`src/tcpwm_pkg.sv`:
```
// package of the three channel pwm timer: offsets, field layouts, resets
// assumes a 32-bit axi4-lite master and one 25 MHz clock
`default_nettype none

package tcpwm_pkg;

	// ************************************************************
	// bus geometry
	// ************************************************************
	localparam int AXI_AW = 8;                   // byte address width
	localparam int AXI_DW = 32;                  // data width

	// ************************************************************
	// register byte offsets
	// ************************************************************
	localparam logic [7:0] OFS_CTRL    = 8'h00;  // run, clear, source
	localparam logic [7:0] OFS_OUTCFG  = 8'h04;  // polarity, initial level
	localparam logic [7:0] OFS_PERIOD  = 8'h08;  // period_compare_reg
	localparam logic [7:0] OFS_CHB     = 8'h0c;  // change_point_b_reg
	localparam logic [7:0] OFS_CHC     = 8'h10;  // change_point_c_reg
	localparam logic [7:0] OFS_CHD     = 8'h14;  // change_point_d_reg
	localparam logic [7:0] OFS_COUNT   = 8'h18;  // channel_counter
	localparam logic [7:0] OFS_STATUS  = 8'h1c;  // sticky events, w1c
	localparam logic [7:0] OFS_MASK    = 8'h20;  // interrupt enables

	// ************************************************************
	// field layouts
	// ************************************************************
	// control word, bit 0 is run
	typedef struct packed {
		logic       adTrigEn;                    // bit 5
		logic       cutoffEn;                    // bit 4
		logic [1:0] srcSel;                      // bits 3:2
		logic       clearOnPeriod;               // bit 1
		logic       run;                         // bit 0
	} tcpwm_ctrl_t;

	// output configuration, index 0 is B, 1 is C, 2 is D
	typedef struct packed {
		logic [2:0] initLevel;                   // bits 5:3
		logic [2:0] activeHigh;                  // bits 2:0
	} tcpwm_outcfg_t;

	// event bits, same layout in status and mask
	typedef struct packed {
		logic chdHit;                            // bit 3
		logic chcHit;                            // bit 2
		logic chbHit;                            // bit 1
		logic periodHit;                         // bit 0
	} tcpwm_evt_t;

	localparam int CTRL_W   = 6;
	localparam int OUTCFG_W = 6;
	localparam int EVT_W    = 4;

	// count source codes: undivided, /2, /4, /8
	localparam logic [1:0] SRC_DIV1 = 2'h0;
	localparam logic [1:0] SRC_DIV2 = 2'h1;
	localparam logic [1:0] SRC_DIV4 = 2'h2;
	localparam logic [1:0] SRC_DIV8 = 2'h3;

	// ************************************************************
	// reset values
	// ************************************************************
	localparam logic [5:0]  RST_CTRL    = 6'h02;  // stopped, clear on period
	localparam logic [5:0]  RST_OUTCFG  = 6'h07;  // active high, start low
	localparam logic [15:0] RST_PERIOD  = 16'hffff;
	localparam logic [15:0] RST_CHANGE  = 16'hffff;
	localparam logic [3:0]  RST_EVT     = 4'h0;

	// axi responses
	localparam logic [1:0] RESP_OKAY   = 2'h0;
	localparam logic [1:0] RESP_SLVERR = 2'h2;

	// merge a bus write into an old word, byte by byte
	function automatic logic [31:0] applyStrb(
		input logic [31:0] oldVal,
		input logic [31:0] newVal,
		input logic [3:0]  strb
	);
		logic [31:0] res;
		res = oldVal;
		for (int i = 0; i < 4; i++)
		begin
			if (strb[i])
				res[8*i +: 8] = newVal[8*i +: 8];
		end
		return res;
	endfunction

endpackage : tcpwm_pkg

`default_nettype wire

```
`src/tcpwm_chan.sv`:
```
// one pwm output channel: compare, set active, reset inactive
// assumes count and tick come from the shared channel counter
`default_nettype none

module tcpwm_chan #(
	parameter int COUNT_W = 16
) (
	// clock and reset
	input  wire logic               clk,
	input  wire logic               reset_n,
	// shared counter state
	input  wire logic               run,
	input  wire logic               tick,
	input  wire logic [COUNT_W-1:0] count,
	input  wire logic               periodHit,
	input  wire logic               forceOff,
	// configuration
	input  wire logic [COUNT_W-1:0] changePoint,
	input  wire logic               activeHigh,
	input  wire logic               initLevel,
	// results
	output logic                    hit,
	output logic                    level_q
);

	// ************************************************************
	// compare
	// ************************************************************
	// a match only counts on a count source edge
	assign hit = tick && (count == changePoint);

	// ************************************************************
	// output level
	// ************************************************************
	// period wins over a change point sitting at the same count
	always_ff @(posedge clk or negedge reset_n)
	begin
		if (!reset_n)
			level_q <= 1'b0;
		else if (!run)
			level_q <= initLevel;
		else if (forceOff)
			level_q <= ~activeHigh;
		else if (periodHit)
			level_q <= ~activeHigh;
		else if (hit)
			level_q <= activeHigh;
	end

endmodule // tcpwm_chan

`default_nettype wire

```
`src/tcpwm_timer.sv`:
```
// three channel pwm timer with axi4-lite register slave
// assumes inputs synchronous to clk; cutoffIn is a clean level
`default_nettype none

module tcpwm_timer #(
	parameter int COUNT_W = 16                   // counter and compare width
) (
	// clock and reset
	input  wire logic                        clk,
	input  wire logic                        reset_n,
	// axi4-lite write address
	input  wire logic [tcpwm_pkg::AXI_AW-1:0] s_axi_awaddr,
	input  wire logic [2:0]                  s_axi_awprot,
	input  wire logic                        s_axi_awvalid,
	output logic                             s_axi_awready,
	// axi4-lite write data
	input  wire logic [31:0]                 s_axi_wdata,
	input  wire logic [3:0]                  s_axi_wstrb,
	input  wire logic                        s_axi_wvalid,
	output logic                             s_axi_wready,
	// axi4-lite write response
	output logic [1:0]                       s_axi_bresp,
	output logic                             s_axi_bvalid,
	input  wire logic                        s_axi_bready,
	// axi4-lite read address
	input  wire logic [tcpwm_pkg::AXI_AW-1:0] s_axi_araddr,
	input  wire logic [2:0]                  s_axi_arprot,
	input  wire logic                        s_axi_arvalid,
	output logic                             s_axi_arready,
	// axi4-lite read data
	output logic [31:0]                      s_axi_rdata,
	output logic [1:0]                       s_axi_rresp,
	output logic                             s_axi_rvalid,
	input  wire logic                        s_axi_rready,
	// forced cutoff request
	input  wire logic                        cutoffIn,
	// pwm pins, interrupt and converter trigger
	output logic                             pwm_out_b,
	output logic                             pwm_out_c,
	output logic                             pwm_out_d,
	output logic                             irq,
	output logic                             adTrigger_q
);

	// ************************************************************
	// declarations
	// ************************************************************
	tcpwm_pkg::tcpwm_ctrl_t   ctrl_q;            // control word
	tcpwm_pkg::tcpwm_outcfg_t outCfg_q;          // polarity and init level
	tcpwm_pkg::tcpwm_evt_t    status_q;          // sticky events
	tcpwm_pkg::tcpwm_evt_t    status_d;
	tcpwm_pkg::tcpwm_evt_t    mask_q;            // interrupt enables
	tcpwm_pkg::tcpwm_evt_t    events;            // this cycle's events

	logic [COUNT_W-1:0] period_compare_reg_q;   // period compare
	logic [COUNT_W-1:0] change_point_b_reg_q;   // change point b
	logic [COUNT_W-1:0] change_point_c_reg_q;   // change point c
	logic [COUNT_W-1:0] change_point_d_reg_q;   // change point d
	logic [COUNT_W-1:0] channel_counter_q;      // the channel counter

	logic [2:0]  prescale_q;                     // count source divider
	logic [2:0]  divMask;                        // divider terminal mask
	logic        tick;                           // one count source edge
	logic        periodHit;                      // counter reached period
	logic        forceOff;                       // cutoff active
	logic [2:0]  chanHit;                        // b, c, d matches
	logic [2:0]  chanLevel;                      // b, c, d pin levels

	// write and read channel holding state
	logic        awHeld_q;                       // address taken
	logic [7:0]  awAddr_q;
	logic        wHeld_q;                        // data taken
	logic [31:0] wData_q;
	logic [3:0]  wStrb_q;
	logic        bvalid_q;
	logic [1:0]  bresp_q;
	logic        rvalid_q;
	logic [1:0]  rresp_q;
	logic [31:0] rdata_q;

	logic        doWrite;                        // both halves present
	logic        wrHit;                          // address is mapped
	logic [31:0] rdMux;                          // read data before flop
	logic        rdHit;                          // read address is mapped

	// ************************************************************
	// axi handshakes
	// ************************************************************
	// each half is taken alone; a new write waits for the response
	assign s_axi_awready = !awHeld_q && !bvalid_q;
	assign s_axi_wready  = !wHeld_q && !bvalid_q;
	assign s_axi_arready = !rvalid_q;
	assign s_axi_bvalid  = bvalid_q;
	assign s_axi_bresp   = bresp_q;
	assign s_axi_rvalid  = rvalid_q;
	assign s_axi_rresp   = rresp_q;
	assign s_axi_rdata   = rdata_q;
	assign doWrite       = awHeld_q && wHeld_q && !bvalid_q;

	// address and data holding, response generation
	always_ff @(posedge clk or negedge reset_n)
	begin
		if (!reset_n)
		begin
			awHeld_q <= 1'b0;
			awAddr_q <= 8'h00;
			wHeld_q  <= 1'b0;
			wData_q  <= 32'h0000_0000;
			wStrb_q  <= 4'h0;
			bvalid_q <= 1'b0;
			bresp_q  <= tcpwm_pkg::RESP_OKAY;
		end
		else
		begin
			if (s_axi_awvalid && s_axi_awready)
			begin
				awHeld_q <= 1'b1;
				awAddr_q <= s_axi_awaddr;
			end
			if (s_axi_wvalid && s_axi_wready)
			begin
				wHeld_q <= 1'b1;
				wData_q <= s_axi_wdata;
				wStrb_q <= s_axi_wstrb;
			end
			if (doWrite)
			begin
				// unmapped writes are dropped and flagged
				awHeld_q <= 1'b0;
				wHeld_q  <= 1'b0;
				bvalid_q <= 1'b1;
				bresp_q  <= wrHit ? tcpwm_pkg::RESP_OKAY
					: tcpwm_pkg::RESP_SLVERR;
			end
			else if (bvalid_q && s_axi_bready)
				bvalid_q <= 1'b0;
		end
	end

	// write address decode
	always_comb
	begin
		unique case ({awAddr_q[7:2], 2'b00})
			tcpwm_pkg::OFS_CTRL,   tcpwm_pkg::OFS_OUTCFG,
			tcpwm_pkg::OFS_PERIOD, tcpwm_pkg::OFS_CHB,
			tcpwm_pkg::OFS_CHC,    tcpwm_pkg::OFS_CHD,
			tcpwm_pkg::OFS_COUNT,  tcpwm_pkg::OFS_STATUS,
			tcpwm_pkg::OFS_MASK:
				wrHit = 1'b1;
			default:
				wrHit = 1'b0;
		endcase
	end

	// read mux, narrow fields zero extended
	always_comb
	begin
		rdMux = 32'h0000_0000;
		rdHit = 1'b1;
		unique case ({s_axi_araddr[7:2], 2'b00})
			tcpwm_pkg::OFS_CTRL:   rdMux[5:0] = ctrl_q;
			tcpwm_pkg::OFS_OUTCFG: rdMux[5:0] = outCfg_q;
			tcpwm_pkg::OFS_PERIOD: rdMux[COUNT_W-1:0] = period_compare_reg_q;
			tcpwm_pkg::OFS_CHB:    rdMux[COUNT_W-1:0] = change_point_b_reg_q;
			tcpwm_pkg::OFS_CHC:    rdMux[COUNT_W-1:0] = change_point_c_reg_q;
			tcpwm_pkg::OFS_CHD:    rdMux[COUNT_W-1:0] = change_point_d_reg_q;
			tcpwm_pkg::OFS_COUNT:  rdMux[COUNT_W-1:0] = channel_counter_q;
			tcpwm_pkg::OFS_STATUS: rdMux[3:0] = status_q;
			tcpwm_pkg::OFS_MASK:   rdMux[3:0] = mask_q;
			default:               rdHit = 1'b0;
		endcase
	end

	// read response; reads have no side effects
	always_ff @(posedge clk or negedge reset_n)
	begin
		if (!reset_n)
		begin
			rvalid_q <= 1'b0;
			rresp_q  <= tcpwm_pkg::RESP_OKAY;
			rdata_q  <= 32'h0000_0000;
		end
		else if (s_axi_arvalid && s_axi_arready)
		begin
			rvalid_q <= 1'b1;
			rresp_q  <= rdHit ? tcpwm_pkg::RESP_OKAY
				: tcpwm_pkg::RESP_SLVERR;
			rdata_q  <= rdMux;
		end
		else if (rvalid_q && s_axi_rready)
			rvalid_q <= 1'b0;
	end

	// ************************************************************
	// configuration registers
	// ************************************************************
	// compare values change immediately; software should stop first
	always_ff @(posedge clk or negedge reset_n)
	begin
		if (!reset_n)
		begin
			ctrl_q               <= tcpwm_pkg::RST_CTRL;
			outCfg_q             <= tcpwm_pkg::RST_OUTCFG;
			period_compare_reg_q <= COUNT_W'(tcpwm_pkg::RST_PERIOD);
			change_point_b_reg_q <= COUNT_W'(tcpwm_pkg::RST_CHANGE);
			change_point_c_reg_q <= COUNT_W'(tcpwm_pkg::RST_CHANGE);
			change_point_d_reg_q <= COUNT_W'(tcpwm_pkg::RST_CHANGE);
			mask_q               <= tcpwm_pkg::RST_EVT;
		end
		else if (doWrite)
		begin
			unique case ({awAddr_q[7:2], 2'b00})
				tcpwm_pkg::OFS_CTRL:
					ctrl_q <= 6'(tcpwm_pkg::applyStrb(32'(ctrl_q),
						wData_q, wStrb_q));
				tcpwm_pkg::OFS_OUTCFG:
					outCfg_q <= 6'(tcpwm_pkg::applyStrb(32'(outCfg_q),
						wData_q, wStrb_q));
				tcpwm_pkg::OFS_PERIOD:
					period_compare_reg_q <= COUNT_W'(tcpwm_pkg::applyStrb(
						32'(period_compare_reg_q), wData_q, wStrb_q));
				tcpwm_pkg::OFS_CHB:
					change_point_b_reg_q <= COUNT_W'(tcpwm_pkg::applyStrb(
						32'(change_point_b_reg_q), wData_q, wStrb_q));
				tcpwm_pkg::OFS_CHC:
					change_point_c_reg_q <= COUNT_W'(tcpwm_pkg::applyStrb(
						32'(change_point_c_reg_q), wData_q, wStrb_q));
				tcpwm_pkg::OFS_CHD:
					change_point_d_reg_q <= COUNT_W'(tcpwm_pkg::applyStrb(
						32'(change_point_d_reg_q), wData_q, wStrb_q));
				tcpwm_pkg::OFS_MASK:
					mask_q <= 4'(tcpwm_pkg::applyStrb(32'(mask_q),
						wData_q, wStrb_q));
				default:
					;                                // held elsewhere or unmapped
			endcase
		end
	end

	// ************************************************************
	// count source
	// ************************************************************
	// divider terminal mask per source code
	always_comb
	begin
		unique case (ctrl_q.srcSel)
			tcpwm_pkg::SRC_DIV1: divMask = 3'h0;
			tcpwm_pkg::SRC_DIV2: divMask = 3'h1;
			tcpwm_pkg::SRC_DIV4: divMask = 3'h3;
			tcpwm_pkg::SRC_DIV8: divMask = 3'h7;
		endcase
	end

	// free divider, restarts whenever the timer is stopped
	always_ff @(posedge clk or negedge reset_n)
	begin
		if (!reset_n)
			prescale_q <= 3'h0;
		else if (!ctrl_q.run)
			prescale_q <= 3'h0;
		else
			prescale_q <= prescale_q + 3'h1;
	end

	// undivided source ticks every clock while running
	assign tick = ctrl_q.run && ((prescale_q & divMask) == divMask);

	// ************************************************************
	// channel counter
	// ************************************************************
	assign periodHit = tick && (channel_counter_q == period_compare_reg_q);

	// clears straight to zero so the next tick counts 1, no gap
	always_ff @(posedge clk or negedge reset_n)
	begin
		if (!reset_n)
			channel_counter_q <= '0;
		else if (doWrite && ({awAddr_q[7:2], 2'b00} == tcpwm_pkg::OFS_COUNT))
			channel_counter_q <= COUNT_W'(tcpwm_pkg::applyStrb(
				32'(channel_counter_q), wData_q, wStrb_q));
		else if (periodHit && ctrl_q.clearOnPeriod)
			channel_counter_q <= '0;
		else if (tick)
			channel_counter_q <= channel_counter_q + COUNT_W'(1);
	end

	// ************************************************************
	// output channels
	// ************************************************************
	// cutoff only acts when software enables it
	assign forceOff = ctrl_q.cutoffEn && cutoffIn;

	for (genvar i = 0; i < 3; i++)
	begin : gChan
		logic [COUNT_W-1:0] cmp;
		assign cmp = (i == 0) ? change_point_b_reg_q
			: (i == 1) ? change_point_c_reg_q
			: change_point_d_reg_q;
		tcpwm_chan #(
			.COUNT_W     (COUNT_W)
		) uChan (
			.clk         (clk),
			.reset_n     (reset_n),
			.run         (ctrl_q.run),
			.tick        (tick),
			.count       (channel_counter_q),
			.periodHit   (periodHit),
			.forceOff    (forceOff),
			.changePoint (cmp),
			.activeHigh  (outCfg_q.activeHigh[i]),
			.initLevel   (outCfg_q.initLevel[i]),
			.hit         (chanHit[i]),
			.level_q     (chanLevel[i])
		);
	end

	assign pwm_out_b = chanLevel[0];
	assign pwm_out_c = chanLevel[1];
	assign pwm_out_d = chanLevel[2];

	// ************************************************************
	// events and interrupt
	// ************************************************************
	assign events = {chanHit[2], chanHit[1], chanHit[0], periodHit};

	// write one to clear; a new event in the same cycle wins
	always_comb
	begin
		status_d = status_q;
		if (doWrite && ({awAddr_q[7:2], 2'b00} == tcpwm_pkg::OFS_STATUS)
			&& wStrb_q[0])
			status_d = status_q & ~wData_q[3:0];
		status_d = status_d | events;
	end

	always_ff @(posedge clk or negedge reset_n)
	begin
		if (!reset_n)
			status_q <= tcpwm_pkg::RST_EVT;
		else
			status_q <= status_d;
	end

	// level interrupt while any enabled event is pending
	assign irq = |(status_q & mask_q);

	// converter trigger pulse, one clock per period match
	always_ff @(posedge clk or negedge reset_n)
	begin
		if (!reset_n)
			adTrigger_q <= 1'b0;
		else
			adTrigger_q <= periodHit && ctrl_q.adTrigEn;
	end

endmodule // tcpwm_timer

`default_nettype wire

```
`config.mk`:
```
export PLATFORM = sky130hd
export DESIGN_NAME = tcpwm_timer
export DESIGN_NICKNAME = d
export VERILOG_FILES = /design/src/tcpwm_pkg.sv /design/src/tcpwm_chan.sv /design/src/tcpwm_timer.sv
export SDC_FILE = /design/constraint.sdc
export NUM_CORES = 1
export LEC_CHECK = 0
export BUFFER_PORTS_ARGS = -buffer_cell sky130_fd_sc_hd__buf_2
export CAP_MARGIN = 10
export CORE_MARGIN = 1.5
export CORE_UTILIZATION = 53
export DETAILED_ROUTE_END_ITERATION = 16
export PLACE_DENSITY = 0.86
export SLEW_MARGIN = 20
export SYNTH_ARGS = -nofsm -noshare
export SYNTH_HDL_FRONTEND = slang
export SYNTH_SLANG_ARGS = --single-unit
```
`constraint.sdc`:
```
create_clock -name clk -period 2.2 [get_ports clk]
set_input_delay 0.44 -clock clk [delete_from_list [all_inputs] [get_ports clk]]
set_output_delay 0.44 -clock clk [all_outputs]
set_load 0.01 [all_outputs]
```
# Word-level counts from Yosys, hierarchy flattened
# Index checks and enable logic that the tools add are counted.
# totals
mem_bits_ro	0
regBits	157
mem_count	0
in_bits	66
ramBits	0
wordCells	162
latchBits	0
out_inout_bits	46
# op_classes
order_cmp	0
shift	0
eq_ne	29
div_mod_pow	0
add_sub_neg	2
n_mux	35
n_reduce_logical	48
mul	0
bitwise	8
# op_table
cell	n
$eq 16x16->1	4
$pmux 10 s5	1
$eq 6x3->1 const B	8
$mux 16	3
$pmux 4 s9	1
$reduce_and 3->1	11
$eq 6x2->1 const B	4
$mux 1	22
$logic_and 1x1->1	20
$reduce_or 9->1	2
$add 16x1->16 const B	1
$mux 8	2
$pmux 2 s7	1
$eq 6x1->1 const B	2
$eq 6x4->1 const B	2
$logic_not 6->1	2
$ne 4x1->1 const B	3
$pmux 3 s4	1
$and 4x4->4	2
$reduce_bool 2->1	4
$eq 2x2->1 const B	2
$logic_not 1->1	4
$mux 2	2
$mux 4	1
other kinds (13)	17

# Logic depth before layout (Yosys ltp)
# logic_depth
ltp_word	10
depth_mapped	8
ltp_nobuf	7

# Hierarchy
# Synthesis repeated with hierarchy kept, for this count alone.
# unflattened
cells_unflattened	738
hier_area_um2	8234.1
# modules_own_cells
module	n_inst	area_per_inst_um2	seq_area_each_um2	cells_per_inst
tcpwm_timer	1	7483.4	3838.7	651
tcpwm_chan	3	250.2	25.0	29

# Worst setup path after synthesis
# OpenSTA, ideal clock, no wires.
# synth_timing
kind	register -> register
from	register channel_counter_q[1]
to	register channel_counter_q[3]
stages_incl_launch_ff	9
setup_slack_ps	93
period_less_slack_ps	2107
arrival_time_ps	1987
setup_ps	121
n_path_buf	2
required_ps	2079
cell_sequence	dfrtp_1 buf_6 xor2_1 nor4_2 nand2_1 nor4_4 buf_6 o31ai_1 a22o_1
# synth_via
elab_chain_len	5
elab_cells_between_ends	9
cone_classes	add/sub: 1; eq/ne: 1; mux: 3; reduce/logical: 4
# synth_lines
element	line	text
start: declaration	tcpwm_timer.sv:59	logic [COUNT_W-1:0] channel_counter_q;
start signal: assignment	tcpwm_timer.sv:279	channel_counter_q <= COUNT_W'(tcpwm_pkg::applyStrb(
start signal: assignment	tcpwm_timer.sv:284	channel_counter_q <= channel_counter_q + COUNT_W'(1);
parallel branches: the longest is 5 deep, another holds $add 16x1->16	-	
# Several ways; the timed one is not identified. The select of a mux whose other input is x is not followed.
# A chain may end at the register's enable or synchronous reset.

# Final worst setup path
# layout_timing
from	register channel_counter_q[10]
to	register gChan[2].uChan.level_q
# layout_via
elab_chain_len	5
elab_cells_between_ends	8
cone_classes	eq/ne: 3; mux: 3; reduce/logical: 2
# layout_lines
element	line	text
$eq 16x16->1	tcpwm_timer.sv:271	assign periodHit = tick && (channel_counter_q == period_compare_reg_q);
$logic_and 1x1->1	tcpwm_timer.sv:271	
$mux 1	tcpwm_chan.sv:44	else if (periodHit)
$mux 1	tcpwm_chan.sv:42	else if (forceOff)
$mux 1	tcpwm_chan.sv:40	else if (!run)
end signal: assignment	tcpwm_chan.sv:41	level_q <= initLevel;
end signal: assignment	tcpwm_chan.sv:43	level_q <= ~activeHigh;
end signal: assignment	tcpwm_chan.sv:45	level_q <= ~activeHigh;
end: declaration	tcpwm_chan.sv:23	output logic level_q
# Parallel ways exist; a longest one is shown, timed or not.

==> impl_metrics.env <==
export IMPL_grt_pass1_wl_um=35700
export IMPL_yosys_warnings=0
export IMPL_grt_busiest_layer="met2"
export IMPL_synthSimpleGateAreaFrac_pct=13.2
export IMPL_worstPathArrival_ns=2.52
export IMPL_antenna_found_initial=0
export IMPL_grtUsageMet3_pct=6.20
export IMPL_synth_top_area_cell="dfrtp_1"
export IMPL_worst_clock_skew_ns=0.00511
export IMPL_wire_per_inst_um=20.5
export IMPL_synth_ff_type="dfrtp_1"
export IMPL_hold_viol_final=0
export IMPL_cp_start_kind="flop"
export IMPL_timing_final_crit_period_ns=2.20
export IMPL_clock_fmax_mhz=455
export IMPL_synth_seq_cells=153
export IMPL_die_area_um2=16600
export IMPL_io_pins=112
export IMPL_synth_area_um2=8410
export IMPL_wl_um=22600
export IMPL_yosys_cell_types_count=64
export IMPL_fin_tns_setup_ns=0
export IMPL_ir_drop_v=0.000712
export IMPL_r2r_slack_ns=0.0004
export IMPL_dp_cells=1070
export IMPL_cts_buffers=17
export IMPL_min_from="s_axi_bready"
export IMPL_finalSetupViolCount=0
export IMPL_gr_total_overflow=0
export IMPL_synthCells=777
export IMPL_synth_top_family_by_area="multiplexers"
export IMPL_grt_max_degree=62
export IMPL_p_leak_nw=4.33
export IMPL_cts_root_buf="clkbuf_16"
export IMPL_cp_slowest_stage_delay_ns=0.46
export IMPL_status="completed"
export IMPL_slew_violations=0
export IMPL_maxCapViolCount=0
export IMPL_fp_dieW_um=129
export IMPL_clk_pin_slew_ns=0.06
export IMPL_synth_common_cells="mux2_2, dfrtp_1, nand2_1"
export IMPL_worstHoldPathCells=2
export IMPL_yosysMostFrequentCell="mux2_2"
export IMPL_synthTopCellsByArea="dfrtp_1, dfstp_2, mux2_2, xnor2_1, nand2_1"
export IMPL_synth_compound_area_share_pct=12.5
export IMPL_drtIter0Drc=813
export IMPL_synth_area_mux_share_pct=14.8
export IMPL_async_reset_ff_share_pct=100
export IMPL_finalWorstSetupSlack_ns=0.000404
export IMPL_synth_fa_ha_area_share_pct=0.298
export IMPL_core_area_um2=15400
export IMPL_r2r_cells=7
export IMPL_cts_tree="yes"
export IMPL_end_kind="flop"
export IMPL_r2r_start="channel_counter_q[10]"
export IMPL_hp_class="input pin to flop"
export IMPL_first_pass_iters=7
export IMPL_clockBufferDepth=2
export IMPL_crit_chain="buf_4, xnor2_1, nand4_1, nor2_1, nand3_1, a211o_1, a31o_2"
export IMPL_min_period_over_period_pct=100
export IMPL_die_h_um=129
export IMPL_critical_path_required_ns=2.52
export IMPL_vias=6693
export IMPL_antennaDiodeCount=0
export IMPL_num_rows=45
export IMPL_drc=0
export IMPL_postCtsSetupRepairBufs=0
export IMPL_met2_usage_pct=45.4
export IMPL_ys_seq_area_share_pct=46.6
export IMPL_clkSinkCount=153
export IMPL_synth_edf_count=0
export IMPL_tightest_slew_ns=0.783
export IMPL_drive_gt1_share_pct=38.9
export IMPL_holdPathEnd="s_axi_bvalid"
export IMPL_synth_avg_cell_area_um2=10.8
export IMPL_met1_usage_pct=36.8
export IMPL_grt_pass1_vias=6746
export IMPL_portBuffers=65
export IMPL_netlist_area_leader_share_pct=25.3
export IMPL_track_usage_pct=28.8
export IMPL_relSlewSlack_pct=47.7
export IMPL_start_util_pct=54.7
export IMPL_nNetsFinal=947
export IMPL_dp_hpwl_um=16300
export IMPL_cts_max_level=4
export IMPL_clk_latency_ns=0.43
export IMPL_reg2reg_to="gChan[2].uChan.level_q"
export IMPL_p_per_area_nw_per_um2=1130
export IMPL_path_max_fanout=6
export IMPL_synth_xor_area_share_pct=6.77
export IMPL_vias_per_cell=6.07
export IMPL_final_cells=1103
export IMPL_drtAntennaViolNets=0
export IMPL_preCtsSetupSlack_ns=0.0817
export IMPL_rsz0062_at_grt="false"
export IMPL_crit_type="flop to flop"
export IMPL_crit_path_top_delay_cell="dfrtp_1"
export IMPL_syn2layout_area_growth_pct=16.5
export IMPL_routabilityCongestion=0.941
[logic make-up (layout without fill, tap and decap cells)]
kind of cell,after synthesis,after routing
adder cells (fa/ha/maj),2,2
other,1,18
buffers and inverters,80,178
AND/OR/NAND/NOR,216,216
flip-flops,153,153
multiplexers,110,110
XOR/XNOR,65,65
AO/OA/AOI/OAI,150,150
[report_power, final]
| group | leakage [nW] | total [mW] | internal [mW] | switching [mW] |
|---|---|---|---|---|
| clock network | 0.280 | 2.86 | 1.75 | 1.11 |
| logic | 2.25 | 3.20 | 1.54 | 1.66 |
| registers | 1.81 | 4.98 | 3.88 | 1.10 |
[metrics by stage]
step	power, mW	utilization (%)	cell area [um2]	hold WS [ns]
4_1_cts	11.0	63.5	9770	0.186
6_report	11.0	63.7	9790	0.189
3_5_place_dp	8.07	59.7	9180	0.446
2_1_floorplan	6.83	-	8470	0.144
5_1_grt	11.5	63.7	9790	0.191
3_3_place_gp	7.90	59.7	9180	0.444
[state kept, by name (all words and copies together), names as in the netlist, 4 cells and up]
| register | count |
|---|---|
| mask_q | 4 |
| status_q | 4 |
| change_point_c_reg_q | 16 |
| period_compare_reg_q | 16 |
| s_axi_rdata | 16 |
| awAddr_q | 6 |
| wData_q | 16 |
| ctrl_q | 6 |
| channel_counter_q | 16 |
| change_point_b_reg_q | 16 |
| change_point_d_reg_q | 16 |
| outCfg_q | 6 |
[layout by cell type, fill, tap and decap left out, drive strengths merged, types with 3 or more instances in the layout]
master,count
buf,127
mux2,93
dfrtp,85
nand2,75
dfstp,68
nor2,50
o21ai,47
xnor2,41
xor2,24
clkbuf,24
a21oi,20
inv,18
conb,18
nand4,16
mux2i,15
o31ai,15
a221oi,14
nor3,13
o41ai,11
nor2b,10
nand3,10
and3,10
nor4,10
a22o,8
nand2b,6
a21o,6
a22oi,5
a211o,5
a31oi,5
clkinv,4
and2,4
and4,3
o21a,3
a222oi,3
or3,3
[how the worst max path moves through the flow]
stage,cells past startpoint,startpoint,end,slack [ns]
after floorplan,8,channel_counter_q[1],channel_counter_q[3],0.09
after global placement,8,period_compare_reg_q[0],channel_counter_q[9],0.12
after detailed placement,7,period_compare_reg_q[0],channel_counter_q[15],0.08
after CTS,7,channel_counter_q[10],gChan[2].uChan.level_q,0.04
after global routing,8,period_compare_reg_q[7],channel_counter_q[9],0.0009
final,7,channel_counter_q[10],gChan[2].uChan.level_q,0.0004
[per-layer routing]
layer	share of wire, %	vias up
li1	-	2963
met1	39	3239
met2	46	385
met3	9.4	106
met4	5.5	0
met5	0	-
[critical path: cells and delay by family (launching register included)]
family / cells / cell delay, ns
compound gates: 2 / 0.57
simple gates: 3 / 0.57
buf+inv: 1 / 0.20
flops: 1 / 0.46
xor+xnor: 1 / 0.29
[cell type report]
class	instances	area [um2]
Timing Repair Buffer	128	873
Clock inverter	8	95.1
Multi-Input combinational cell	561	4100
Clock buffer	24	482
Sequential cell	153	3910
Fill cell	1154	5580
Inverter	18	67.6
Tap cell	211	264
[timing repair]
item                                   in CTS  in global routing
hold buffers                                1                  0
endpoints found under the hold margin       1                  0
setup endpoints to repair                   0                 11
resized for setup                           0                  7
Power figures use the tool's default switching activity.
